===== src/txgain_pkg.sv =====
// Package with register map, field layout, states and timing for the transmit control block.
package txgain_pkg;

  // ----------------------------------------------------------------
  // Register offsets
  // ----------------------------------------------------------------
  localparam logic [7:0] OFS_TX_POWER = 8'h05;
  localparam logic [7:0] OFS_TX_TIMING = 8'h3b;
  localparam logic [7:0] OFS_GAIN_TEST = 8'h3c;

  // ----------------------------------------------------------------
  // Field positions and reset values
  // ----------------------------------------------------------------
  localparam int POS_HOLD_SEL = 5;
  localparam int POS_AUTO_OFF = 3;
  localparam int POS_FREEZE = 2;
  localparam logic [7:0] RST_TX_POWER = 8'h00;
  localparam logic [7:0] RST_GAIN_TEST = 8'h00;
  localparam logic [7:0] MASK_GAIN_TEST = 8'h3f;
  localparam logic [1:0] GAIN_MAX = 2'h0;
  localparam logic [1:0] GAIN_MED = 2'h1;
  localparam logic [1:0] GAIN_MIN = 2'h2;

  // ----------------------------------------------------------------
  // Buffer geometry and timing
  // ----------------------------------------------------------------
  localparam int BUF_DEPTH = 128;
  localparam logic [7:0] MAX_FRAME_LEN = 8'h7f;
  localparam int CLK_MHZ = 20;
  localparam int MOD_DELAY_US = 16;
  localparam int MOD_DELAY_CYC = MOD_DELAY_US * CLK_MHZ;
  localparam int PA_BUF_LEAD_CYC = MOD_DELAY_CYC / 2;

  // ----------------------------------------------------------------
  // Radio states and commands
  // ----------------------------------------------------------------
  typedef enum logic [2:0] {
    ST_IDLE = 3'b000,
    ST_SYNTH_READY = 3'b001,
    ST_AUTO_RETRY = 3'b010,
    ST_RAMP = 3'b011,
    ST_TX = 3'b100
  } tx_state_t;

  localparam logic [4:0] CMD_TX_START = 5'h02;

  // Host register access grouped as one carrier.
  typedef struct packed {
    logic wr;
    logic rd;
    logic [7:0] addr;
    logic [7:0] wdata;
  } reg_req_t;

  // Host buffer byte write request.
  typedef struct packed {
    logic [6:0] addr;
    logic [7:0] data;
  } buf_wr_t;

endpackage


===== src/txgain_fifo.sv =====
// Synchronous FIFO with valid/ready on both sides.
`timescale 1ns/1ps
`default_nettype none
module txgain_fifo #(
  parameter int WIDTH = 8,
  parameter int DEPTH = 8
) (
  // Clock and reset
  input wire logic i_clk_sys,
  input wire logic i_rst,
  // Fill side
  input wire logic i_in_valid,
  input wire logic [WIDTH-1:0] i_in_data,
  output logic o_in_ready,
  // Drain side
  output logic o_out_valid,
  output logic [WIDTH-1:0] o_out_data,
  input wire logic i_out_ready
);
  localparam int AW = $clog2(DEPTH);
  logic [WIDTH-1:0] mem_ff [DEPTH];
  logic [AW-1:0] wp_ff;
  logic [AW-1:0] rp_ff;
  logic [AW:0] cnt_ff;
  wire push = i_in_valid && o_in_ready;
  wire pop = o_out_valid && i_out_ready;

  // Full and empty follow the occupancy count.
  assign o_in_ready = (cnt_ff != (AW+1)'(DEPTH));
  assign o_out_valid = (cnt_ff != '0);
  assign o_out_data = mem_ff[rp_ff];

  // Storage needs no reset.
  always_ff @(posedge i_clk_sys) begin
    if (push) begin
      mem_ff[wp_ff] <= i_in_data;
    end
  end

  // Pointer and count upkeep.
  always_ff @(posedge i_clk_sys or posedge i_rst) begin
    if (i_rst) begin
      wp_ff <= '0;
      rp_ff <= '0;
      cnt_ff <= '0;
    end else begin
      if (push) begin
        wp_ff <= wp_ff + 1'b1;
      end
      if (pop) begin
        rp_ff <= rp_ff + 1'b1;
      end
      cnt_ff <= cnt_ff + (AW+1)'(push) - (AW+1)'(pop);
    end
  end
endmodule
`default_nettype wire


===== src/txgain_ctrl.sv =====
// Receiver gain bits, transmit start and power, trigger timing and the frame buffer.
//
// Contract
// [RQ1] Auto gain disable stops regulation, allows manual.
// [RQ2] Gain freeze selects free run or frozen.
// [RQ3] Manual gain codes: max, medium, min, reserved.
// [RQ4] Manual gain applied only when auto disabled.
// [RQ5] Transmit starts from synth-ready or auto-retry only.
// [RQ6] Pin edge: transmit, modulation after 16 us.
// [RQ7] PA buffer enabled before PA, never together.
// [RQ8] Power codes 0x0 highest to 0xF lowest.
// [RQ9] State command restores programmed power level.
// [RQ10] Reduced power mode reads last used power.
// [RQ11] Time mode reports pin edge alignment nibble.
// [RQ12] Phase mode returns eight-bit phase value.
// [RQ13] Frame buffer is 128-byte dual port.
// [RQ14] Addresses 0x00 to 0x7F hold one frame.
// [RQ15] Port access conflict raises underrun interrupt.
// [RQ16] Frame over 127 octets raises underrun.
// [RQ17] Buffer access only while digital regulator on; the code gates only host access, not receive writes or transmit fetches.
// [RQ18] Power-on state needs master clock output running.
// [RQ19] Transmit processor fetches bytes for modulation.
// [RQ20] Gain bits act only with phase measure enabled.
// [RQ21] Hold source select takes freeze bit manually.
// [RQ22] Reserved bits read zero, ignore writes.
`timescale 1ns/1ps
`default_nettype none
module txgain_ctrl (
  // Clock and reset
  input wire logic i_clk_sys,
  input wire logic i_rst,
  // Register access
  input wire txgain_pkg::reg_req_t i_reg,
  output logic [7:0] o_reg_rdata,
  output logic o_reg_rvalid,
  // State command field writes
  input wire logic i_cmd_wr,
  input wire logic [4:0] i_state_command_field,
  // Mode and state inputs
  input wire logic i_synth_ready,
  input wire logic i_auto_retry_transmit_state,
  input wire logic i_phase_measure_enable,
  input wire logic i_time_measure_enable,
  input wire logic i_phase_measurement_unit,
  input wire logic [7:0] i_phase_value,
  input wire logic i_reduced_power_transmit_enable,
  input wire logic [3:0] i_rpc_power,
  input wire logic i_digital_regulator,
  input wire logic i_power_on_state,
  input wire logic i_master_clock_output,
  input wire logic [3:0] i_clk_phase,
  // Sleep/transmit pin
  input wire logic i_sleep_transmit_pin,
  // Host buffer port
  input wire logic i_buf_wr_valid,
  input wire txgain_pkg::buf_wr_t i_buf_wr,
  output logic o_buf_wr_ready,
  input wire logic i_buf_rd,
  input wire logic [6:0] i_buf_rd_addr,
  output logic [7:0] o_buf_rdata,
  input wire logic [7:0] i_frame_len,
  // Receive processor write port
  input wire logic i_rx_wr,
  input wire logic [6:0] i_rx_addr,
  input wire logic [7:0] i_rx_data,
  // Transmit baseband output
  output logic o_tx_byte_valid,
  output logic [7:0] o_tx_byte,
  output logic o_modulating,
  output logic o_pa_buf_en,
  output logic o_pa_en,
  output logic [3:0] o_transmit_power_level,
  // Receiver gain control
  output logic o_auto_gain_on,
  output logic o_gain_frozen,
  output logic [1:0] o_rx_gain,
  // Interrupt event
  output logic o_buffer_underrun_interrupt
);
  import txgain_pkg::*;

  // ----------------------------------------------------------------
  // Register state
  // ----------------------------------------------------------------
  logic [7:0] gain_test_ff;
  logic [3:0] pwr_prog_ff;
  logic [3:0] pwr_used_ff;
  logic sent_once_ff;
  logic [3:0] align_ff;
  logic pin_ff;
  tx_state_t state_ff;
  tx_state_t nxt_state;
  logic [8:0] cnt_ff;
  logic [7:0] buf_mem [BUF_DEPTH];
  logic [6:0] tx_ptr_ff;
  logic [7:0] rdata_ff;
  logic rvalid_ff;
  logic [7:0] brd_ff;
  logic ur_ff;
  logic pa_buf_ff;
  logic pa_ff;
  logic mod_ff;
  logic txv_ff;
  logic [7:0] txb_ff;
  logic auto_on_ff;
  logic frozen_ff;
  logic [1:0] gain_ff;

  // ----------------------------------------------------------------
  // Decode
  // ----------------------------------------------------------------
  wire sel_pwr = (i_reg.addr == OFS_TX_POWER);
  wire sel_time = (i_reg.addr == OFS_TX_TIMING);
  wire sel_gain = (i_reg.addr == OFS_GAIN_TEST);
  wire pin_rise = i_sleep_transmit_pin && !pin_ff;
  wire cmd_start = i_cmd_wr && (i_state_command_field == CMD_TX_START);
  wire tx_allowed = i_synth_ready || i_auto_retry_transmit_state;
  // [RQ17] Buffer gating
  // [RQ18] Power-on clock check
  wire buf_ok = i_digital_regulator && (!i_power_on_state || i_master_clock_output);
  wire fifo_valid;
  buf_wr_t fifo_data;
  wire fifo_pop = fifo_valid && buf_ok;
  wire tx_fetch = (state_ff == ST_TX) && mod_ff;
  // [RQ15] Conflict detection
  wire conflict = (fifo_pop && tx_fetch && (fifo_data.addr <= tx_ptr_ff))
    || (i_buf_rd && buf_ok && i_rx_wr && (i_buf_rd_addr == i_rx_addr));
  // [RQ16] Overflow detection
  wire overflow = i_buf_wr_valid && (i_frame_len > MAX_FRAME_LEN);

  // [RQ10] Read power view
  wire use_rpc = i_reduced_power_transmit_enable && sent_once_ff;
  wire [3:0] pwr_view = use_rpc ? pwr_used_ff : pwr_prog_ff;
  // [RQ12] Phase versus time mode
  // [RQ11] Alignment nibble
  wire [7:0] time_view = i_phase_measurement_unit ? i_phase_value
    : (i_time_measure_enable ? {4'h0, align_ff} : 8'h00);
  // [RQ22] Reserved bits zero
  wire [7:0] rd_mux = sel_pwr ? {4'h0, pwr_view}
    : sel_time ? time_view
    : sel_gain ? (gain_test_ff & MASK_GAIN_TEST) : 8'h00;

  // [RQ20] Gain bits gated
  wire [7:0] gain_eff = i_phase_measure_enable ? gain_test_ff : RST_GAIN_TEST;
  // [RQ1] Auto gain disable
  wire nxt_auto_on = !gain_eff[POS_AUTO_OFF];
  // [RQ2] Freeze mode
  // [RQ21] Hold source select
  wire nxt_frozen = gain_eff[POS_HOLD_SEL] && gain_eff[POS_FREEZE];
  // [RQ3] Gain code
  // [RQ4] Manual only
  wire [1:0] gc = gain_eff[1:0];
  wire [1:0] nxt_gain = !gain_eff[POS_AUTO_OFF] ? GAIN_MAX
    : (gc == GAIN_MED) ? GAIN_MED : (gc == GAIN_MIN) ? GAIN_MIN : GAIN_MAX;

  // ----------------------------------------------------------------
  // Host write FIFO: the buffer port stalls it while unpowered.
  // ----------------------------------------------------------------
  txgain_fifo #(.WIDTH($bits(buf_wr_t)), .DEPTH(8)) u_fifo (
    .i_clk_sys(i_clk_sys),
    .i_rst(i_rst),
    .i_in_valid(i_buf_wr_valid),
    .i_in_data(i_buf_wr),
    .o_in_ready(o_buf_wr_ready),
    .o_out_valid(fifo_valid),
    .o_out_data(fifo_data),
    .i_out_ready(buf_ok)
  );

  // Transmit sequencer: ramp covers the modulation delay.
  always_comb begin
    nxt_state = state_ff;
    case (state_ff)
      ST_IDLE: begin
        if (i_synth_ready) begin
          nxt_state = ST_SYNTH_READY;
        end else if (i_auto_retry_transmit_state) begin
          nxt_state = ST_AUTO_RETRY;
        end
      end
      ST_SYNTH_READY, ST_AUTO_RETRY: begin
        // [RQ5] Legal start states
        // [RQ6] Pin edge start
        if ((pin_rise || cmd_start) && tx_allowed) begin
          nxt_state = ST_RAMP;
        end else if (!tx_allowed) begin
          nxt_state = ST_IDLE;
        end
      end
      ST_RAMP: begin
        if (cnt_ff == 9'(MOD_DELAY_CYC - 1)) begin
          nxt_state = ST_TX;
        end
      end
      ST_TX: begin
        if (tx_ptr_ff == 7'(MAX_FRAME_LEN)) begin
          nxt_state = ST_IDLE;
        end
      end
      default: nxt_state = ST_IDLE;
    endcase
  end

  // State and ramp counter.
  always_ff @(posedge i_clk_sys or posedge i_rst) begin
    if (i_rst) begin
      state_ff <= ST_IDLE;
      cnt_ff <= '0;
      pin_ff <= 1'b0;
    end else begin
      state_ff <= nxt_state;
      cnt_ff <= (state_ff == ST_RAMP) ? cnt_ff + 9'd1 : 9'd0;
      pin_ff <= i_sleep_transmit_pin;
    end
  end

  // Amplifier sequencing; the buffer leads so the spectrum stays clean.
  always_ff @(posedge i_clk_sys or posedge i_rst) begin
    if (i_rst) begin
      pa_buf_ff <= 1'b0;
      pa_ff <= 1'b0;
      mod_ff <= 1'b0;
    end else begin
      // [RQ7] Staggered enables
      pa_buf_ff <= (state_ff == ST_RAMP) || (state_ff == ST_TX);
      pa_ff <= ((state_ff == ST_RAMP) && (cnt_ff >= 9'(PA_BUF_LEAD_CYC)))
        || (state_ff == ST_TX);
      mod_ff <= (nxt_state == ST_TX);
    end
  end

  // [RQ13] Dual port memory
  // [RQ14] Full address range
  always_ff @(posedge i_clk_sys) begin
    if (fifo_pop) begin
      buf_mem[fifo_data.addr] <= fifo_data.data;
    end else if (i_rx_wr) begin
      buf_mem[i_rx_addr] <= i_rx_data;
    end
  end

  // Transmit fetch and host reads.
  always_ff @(posedge i_clk_sys or posedge i_rst) begin
    if (i_rst) begin
      tx_ptr_ff <= '0;
      txv_ff <= 1'b0;
      txb_ff <= '0;
      brd_ff <= '0;
    end else begin
      // [RQ19] Byte fetch
      txv_ff <= tx_fetch;
      txb_ff <= buf_mem[tx_ptr_ff];
      tx_ptr_ff <= tx_fetch ? tx_ptr_ff + 7'd1 : 7'd0;
      if (i_buf_rd && buf_ok) begin
        brd_ff <= buf_mem[i_buf_rd_addr];
      end
    end
  end

  // Register file and power tracking.
  always_ff @(posedge i_clk_sys or posedge i_rst) begin
    if (i_rst) begin
      gain_test_ff <= RST_GAIN_TEST;
      pwr_prog_ff <= RST_TX_POWER[3:0];
      pwr_used_ff <= RST_TX_POWER[3:0];
      sent_once_ff <= 1'b0;
      align_ff <= '0;
      rdata_ff <= '0;
      rvalid_ff <= 1'b0;
    end else begin
      if (i_reg.wr && sel_gain) begin
        gain_test_ff <= i_reg.wdata & MASK_GAIN_TEST;
      end
      // [RQ8] Power code stored
      if (i_reg.wr && sel_pwr) begin
        pwr_prog_ff <= i_reg.wdata[3:0];
      end
      // [RQ9] Command restores power
      if (i_cmd_wr) begin
        pwr_used_ff <= pwr_prog_ff;
      end else if (mod_ff && (state_ff == ST_RAMP || !txv_ff)) begin
        pwr_used_ff <= i_reduced_power_transmit_enable ? i_rpc_power : pwr_prog_ff;
        sent_once_ff <= 1'b1;
      end else if (i_reg.wr && sel_pwr) begin
        // A newly programmed level is the one in use until a frame changes it.
        pwr_used_ff <= i_reg.wdata[3:0];
      end
      if (pin_rise) begin
        align_ff <= i_clk_phase;
      end
      rdata_ff <= rd_mux;
      rvalid_ff <= i_reg.rd;
    end
  end

  // Outputs and underrun event.
  always_ff @(posedge i_clk_sys or posedge i_rst) begin
    if (i_rst) begin
      ur_ff <= 1'b0;
      auto_on_ff <= 1'b1;
      frozen_ff <= 1'b0;
      gain_ff <= GAIN_MAX;
    end else begin
      ur_ff <= conflict || overflow;
      auto_on_ff <= nxt_auto_on;
      frozen_ff <= nxt_frozen;
      gain_ff <= nxt_gain;
    end
  end

  assign o_reg_rdata = rdata_ff;
  assign o_reg_rvalid = rvalid_ff;
  assign o_buf_rdata = brd_ff;
  assign o_tx_byte_valid = txv_ff;
  assign o_tx_byte = txb_ff;
  assign o_modulating = mod_ff;
  assign o_pa_buf_en = pa_buf_ff;
  assign o_pa_en = pa_ff;
  assign o_transmit_power_level = pwr_used_ff;
  assign o_auto_gain_on = auto_on_ff;
  assign o_gain_frozen = frozen_ff;
  assign o_rx_gain = gain_ff;
  assign o_buffer_underrun_interrupt = ur_ff;
endmodule
`default_nettype wire


===== config.mk =====
export PLATFORM = sky130hd
export DESIGN_NAME = txgain_ctrl
export DESIGN_NICKNAME = d
export VERILOG_FILES = /design/src/txgain_pkg.sv /design/src/txgain_fifo.sv /design/src/txgain_ctrl.sv
export SDC_FILE = /design/constraint.sdc
export NUM_CORES = 2
export LEC_CHECK = 0
export BUFFER_PORTS_ARGS = -buffer_cell sky130_fd_sc_hd__buf_4
export CAP_MARGIN = 30
export CORE_MARGIN = 2
export CORE_UTILIZATION = 55
export DETAILED_ROUTE_END_ITERATION = 10
export MAX_ROUTING_LAYER = met4
export PLACE_DENSITY_LB_ADDON = 0.25
export SYNTH_ARGS = -nofsm -noshare
export SYNTH_HDL_FRONTEND = slang
export SYNTH_SLANG_ARGS = --single-unit

===== constraint.sdc =====
create_clock -name i_clk_sys -period 9.46 [get_ports i_clk_sys]
set_input_delay 0.473 -clock i_clk_sys [delete_from_list [all_inputs] [get_ports i_clk_sys]]
set_output_delay 0.473 -clock i_clk_sys [all_outputs]
set_load 0.005 [all_outputs]

* Yosys cells after proc, flatten, opt, wreduce, memory -nomap -nowiden
Memory sizes are Yosys's and may differ from the RTL's. A register that Yosys moved wholly into a read port is not among the register bits.
Cells that the tools add are included.
Widths: inputs -> output; s select.
** Word-level totals
- Bits in registers :: 67
- RAM bits :: 1144
- Input port bits :: 100
- Output and inout port bits :: 39
- Memories kept :: 2
** Memories
- buf_mem :: words 128, bits a word 8, read ports 2, clocked after Yosys merged registers in 2, write ports 1, line txgain_ctrl.sv:94 : logic [7:0] buf_mem [BUF_DEPTH];
- u_fifo.mem_ff :: words 8, bits a word 15, read ports 1, clocked after Yosys merged registers in 0, write ports 1, line txgain_fifo.sv:21 : logic [WIDTH-1:0] mem_ff [DEPTH];
** Cells by class
- Add/sub/neg operators :: 6
- $lt $le $gt $ge :: 3
- Equal/unequal tests :: 15
- Multiplexer cells :: 33
- Bitwise gates (word level) :: 1
- Reductions and logical operators :: 37
** Operators by type and width (number)
- $mux 8 :: 4
- $mux 4 :: 6
- $logic_and 1x1->1 :: 19
- $mux 3 :: 6
- $eq 8x6->1 const B :: 2
- $mux 7 :: 2
- $mux 6 :: 2
- $pmux 3 s4 :: 1
- $add 9x1->9 const B :: 1
- $eq 9x9->1 const B :: 1
- $ge 9x8->1 const B :: 1
- $mux 9 :: 1
- $eq 8x3->1 const B :: 1
- $gt 8x7->1 const B :: 1
- $logic_or 1x1->1 :: 8
- $mux 1 :: 8
- $reduce_or 8->1 :: 1
- $add 7x1->7 const B :: 1
- $eq 7x7->1 :: 1
- $eq 7x7->1 const B :: 1
- $le 7x7->1 :: 1
- $add 3x1->3 const B :: 2
- $eq 3x2->1 const B :: 2
- $eq 3x3->1 const B :: 2
- other kinds (15) :: 20

* Longest topological paths before layout
- Depth in word-level cells :: 8
- Mapped depth :: 12
- Gate-level depth less buffers :: 11

* By module
Synthesis repeated with hierarchy kept, for this count alone.
** Second synthesis, totals
- Cell total of the unflattened synthesis :: 3179
- Area total of the unflattened synthesis :: 57360.0 µm²
** Modules (own cells, without submodules)
- txgain_ctrl :: instances 1, cells an instance 2948, area an instance 52152.5 µm², seq. area each 32577.5 µm²
- txgain_fifo :: instances 1, cells an instance 231, area an instance 5207.5 µm², seq. area each 3853.7 µm²

* Worst setup path after synthesis
Ideal clock, no wire load.
- Path kind :: reg2reg
- From :: register u_fifo.rp_ff[0]
- To :: memory buf_mem[0][6], data pin
- Setup time :: 1.197 ns
- Data arrival time :: 6.671 ns
- Data required time :: 8.263 ns
- Setup slack :: 1.592 ns
- Cell stages (with the launch flop) :: 6
- Path buffers :: 2
- Clock period less this slack :: 7.868 ns
- Cells stage by stage :: dfrtp_1 > buf_2 > buf_1 > mux4_2 > mux2i_1 > o21ai_0
** On the way
- Word-level cells in the longest chain between the ends :: 2
** RTL lines
- start: declaration :: line txgain_fifo.sv:23 : logic [AW-1:0] rp_ff;
- start signal: assignment :: line txgain_fifo.sv:51 : rp_ff <= rp_ff + 1'b1;
- $mem_v2 8x15
- $mux 8 (no line)
- end: declaration :: line txgain_ctrl.sv:94
No other way between the ends.

* Worst setup path in the final report
- From :: register u_fifo.cnt_ff[2]
- To :: memory buf_mem[80][0], enable pin
** On the way
- Word-level cells in the longest chain between the ends :: 6
- Elaborated cells on any way between the ends :: 9
** RTL lines
- start: declaration :: line txgain_fifo.sv:24 : logic [AW:0] cnt_ff;
- start signal: assignment :: line txgain_fifo.sv:53 : cnt_ff <= cnt_ff + (AW+1)'(push) - (AW+1)'(pop);
- $reduce_bool 4->1 * :: line txgain_fifo.sv:30 : assign o_out_valid = (cnt_ff != '0);
- $logic_and 1x1->1 * :: line txgain_ctrl.sv:123 : wire fifo_pop = fifo_valid && buf_ok;
- $mux 1 :: line txgain_ctrl.sv:235 : if (fifo_pop) begin
- $mux 1 (implied by the code) :: line txgain_ctrl.sv:238 : buf_mem[i_rx_addr] <= i_rx_data;
- $reduce_or 8->1 (no line)
- $mux 7 (no line) or $mux 1 (tied branches)
Mark *: on every way between the ends. The rest lies on a longest branch, timed or not.

==> impl_metrics.env <==
export IMPL_cp_required_ns=9.80
export IMPL_die_area_um2=105500
export IMPL_synth_top_family_by_area="multiplexers"
export IMPL_synthArstFlopShare=0.06764
export IMPL_cts_setup_buffers=0
export IMPL_period_share=0.5129
export IMPL_layout_drive_gt1_share=0.3033
export IMPL_cpMostUsedCell="nand2_1"
export IMPL_worst_slew_pin_slew_ns=1.161
export IMPL_ctsHoldBuffers=36
export IMPL_cp_cell_sequence="inv_1 > ha_1 > or3b_2 > nand3_1 > nand2_1 > o31ai_1 > nand2_1 > buf_8 > nor2_1"
export IMPL_yosysSeqAreaShare=0.6435
export IMPL_stdcell_area_um2=64000
export IMPL_peakVddDrop_mv=0.1968
export IMPL_syn_num_nets=3150
export IMPL_viasPerCell=6.984
export IMPL_cts_resized=0
export IMPL_dp_hpwl_um=102800
export IMPL_cts_buffers=121
export IMPL_grt_pass1_wl_um=228600
export IMPL_grt_usage=0.3105
export IMPL_nNetsFinal=3319
export IMPL_vias=32700
export IMPL_die_h_um=324.8
export IMPL_pre_cts_slack_ns=4.708
export IMPL_clkSinkCount=1227
export IMPL_total_power_w=0.01484
export IMPL_fin_cells=4683
export IMPL_slowest_stage="nor2_1"
export IMPL_root_buffer="clkbuf_16"
export IMPL_insertion_delay_ns=0.73
export IMPL_worstSetupPathType="register to register"
export IMPL_clockBufferDepth=3
export IMPL_die_w_um=324.8
export IMPL_setup_viol=0
export IMPL_worstPathArrival_ns=5.20
export IMPL_dr_pass1_iters=9
export IMPL_synth_xor_area_share=0.003558
export IMPL_end_kind="register"
export IMPL_place_gp_congestion=0.9674
export IMPL_wl_um=157900
export IMPL_finalHoldViolations=0
export IMPL_tns_ns=0
export IMPL_drc=0
export IMPL_fillers=6971
export IMPL_cp_max_fo=17
export IMPL_cts_tree="done"
export IMPL_cts_reportedPaths_clkPinSlew_ns=0.06
export IMPL_rsz0062_at_grt="no"
export IMPL_slew_headroom=0.2260
export IMPL_grt_pass1_vias=33210
export IMPL_setup_slack_ns=4.608
export IMPL_hp_class="input pin to register"
export IMPL_io_pins=139
export IMPL_routedWlPerCell_um=33.73
export IMPL_outcome="complete, no violations"
export IMPL_fin_worst_skew_ns=0.02216
export IMPL_synth_compound_area_frac=0.04100
export IMPL_place_area_um2=59370
export IMPL_yosys_most_used_dff="edfxtp_1"
export IMPL_startpoint_type="register"
export IMPL_syn_instance_count=3031
export IMPL_muxShareOfSynthArea=0.2565
export IMPL_max_freq_ghz=0.2061
export IMPL_synth_edff_count=1144
export IMPL_numPortBuffers=129
export IMPL_grt_overflow=0
export IMPL_cpPeakStageDelay_ns=0.80
export IMPL_post_place_cells=4401
export IMPL_maxCapViolCount=0
export IMPL_min_period_ns=4.852
export IMPL_drtIter0Drc=5149
export IMPL_yosys_area_share_simple=0.03269
export IMPL_power_per_cell_area_nw_per_um2=231.8
export IMPL_synth_seq_cells=1227
export IMPL_start_util=0.5557
export IMPL_synthAdderAreaFrac=0.004332
export IMPL_grt_antenna_before_repair=8
export IMPL_yosysUniqueCellTypes=56
export IMPL_crit_family="simple AND/OR/NAND/NOR gates"
export IMPL_std_cell_rows=117
export IMPL_drtAntennaViolNets=0
export IMPL_slew_violations=0
export IMPL_synth_area_um2=56620
export IMPL_htreeDepth=3
export IMPL_area_growth_pct=13.05
export IMPL_syn_area_per_cell_um2=18.68
export IMPL_grt_max_degree=147
export IMPL_leakage_nw=20.66
export IMPL_worstPathBufferInverterCount=2
export IMPL_yosysWarnings=0
export IMPL_core_region_area_um2=101900
==> metal layers <==
metal,up-vias,share of wire,GRT usage
met5,-,0,-
met2,2115,0.47,0.4614
met3,366,0.12,0.08512
met4,0,0.043,0.1229
met1,17050,0.36,0.4123
li1,13180,-,-
==> metrics by stage <==
step	util	hold slack (ns)
5_1_grt	0.6281	0.06541
2_1_floorplan	-	0.4233
3_5_place_dp	0.5827	0.3903
3_3_place_gp	0.5794	0.3845
6_report	0.6282	0.06948
4_1_cts	0.6267	0.03343
==> cell families (layout without fill, tap and decap cells) <==
kind of cell | count (synthesis) | after routing
other cells | 0 | 8
compound gates | 340 | 340
xor+xnor | 23 | 23
buf+inv | 244 | 520
flops | 1227 | 1227
mux | 767 | 767
fa+ha+maj | 19 | 19
simple gates | 411 | 411
==> synthesized netlist by cell type (5+ instances only) <==
library cell | instances | area, um^2
clkbuf_1 | 102 | 382.9
o22ai_1 | 66 | 412.9
and2_1 | 8 | 50.05
mux2_2 | 21 | 236.5
o21ai_0 | 51 | 255.2
nor2b_1 | 13 | 81.33
a21o_1 | 23 | 172.7
nand2_1 | 121 | 454.2
nand2b_1 | 11 | 68.82
nor3b_1 | 13 | 97.59
buf_4 | 9 | 67.56
and3_1 | 12 | 75.07
nor2_1 | 154 | 578.1
buf_2 | 57 | 285.3
nand3b_1 | 5 | 37.54
a32oi_1 | 5 | 43.79
nor3_1 | 12 | 60.06
buf_1 | 34 | 127.6
a21boi_0 | 5 | 37.54
inv_1 | 36 | 135.1
a211oi_1 | 29 | 217.7
xor2_1 | 5 | 43.79
xnor2_1 | 18 | 157.7
mux4_2 | 545 | 12270
o21a_1 | 7 | 52.55
dfrtp_1 | 82 | 2052
mux2i_1 | 201 | 2012
a21oi_1 | 45 | 225.2
o221ai_1 | 62 | 543.0
a31oi_1 | 17 | 106.4
ha_1 | 18 | 225.2
nand3_1 | 44 | 220.2
o31ai_1 | 9 | 67.56
edfxtp_1 | 1144 | 34350
==> worst paths after layout <==
check                            endpoint             start  depth (start not counted)  slack [ns]
min in group asynchronous    o_reg_rvalid             i_rst                          3        0.25
setup reg to reg           buf_mem[80][0]  u_fifo.cnt_ff[2]                          9        4.61
setup / recovery           buf_mem[80][0]  u_fifo.cnt_ff[2]                          9        4.61
hold / removal             o_reg_rdata[3]  i_phase_value[3]                          3        0.07
hold reg to reg            o_auto_gain_on   gain_test_ff[3]                          1        0.50
max in group asynchronous    tx_ptr_ff[1]             i_rst                          5        8.39
==> layout make-up <==
| cell class | count | area, um^2 | area share |
|---|---|---|---|
| timing repair buffer | 251 | 2246 | 0.03509 |
| clock buffer | 146 | 3152 | 0.04924 |
| clock inverter | 84 | 973.4 | 0.01521 |
| tap | 1368 | 1712 | 0.02674 |
| inverter | 39 | 151.4 | 0.002365 |
| antenna | 8 | 20.02 | 0.0003128 |
| sequential | 1227 | 36440 | 0.5694 |
| multi-input combinational | 1560 | 19300 | 0.3016 |
==> state kept, by name, summed over array words and instances (netlist names), 2 cells and up <==
register and count:
o_reg_rdata 8, u_fifo.wp_ff 3, cnt_ff 9, u_fifo.rp_ff 3
u_fifo.cnt_ff 4, o_rx_gain 2, gain_test_ff 6, o_transmit_power_level 4
o_buf_rdata 8, u_fifo.mem_ff 120, tx_ptr_ff 7, pwr_prog_ff 4
buf_mem 1024, o_tx_byte 8, state_ff 3, align_ff 4
==> cells in the final DEF, fill, tap and decap left out, types with 62 or more instances in the layout <==
| master | count |
|---|---|
| edfxtp_1 | 1144 |
| dfrtp_1 | 78 |
| nand2_1 | 120 |
| nor2_1 | 148 |
| clkbuf_16 | 121 |
| mux2i_1 | 201 |
| o221ai_1 | 62 |
| buf_4 | 183 |
| mux4_2 | 545 |
| o22ai_1 | 66 |
==> report_power, final <==
group          internal (W)  switching, W  total, W
sequential          0.00698      0.000138   0.00712
combinational      0.000767       0.00195   0.00272
clock               0.00288       0.00212   0.00500
==> worst reg2reg max path, stage by stage (launching register included) <==
cell,delay [ns]
dfrtp_1,0.37
inv_1,0.11
ha_1,0.16
or3b_2,0.55
nand3_1,0.41
nand2_1,0.44
o31ai_1,0.72
nand2_1,0.58
buf_8,0.34
nor2_1,0.80
(Power assumes the default switching activity.)
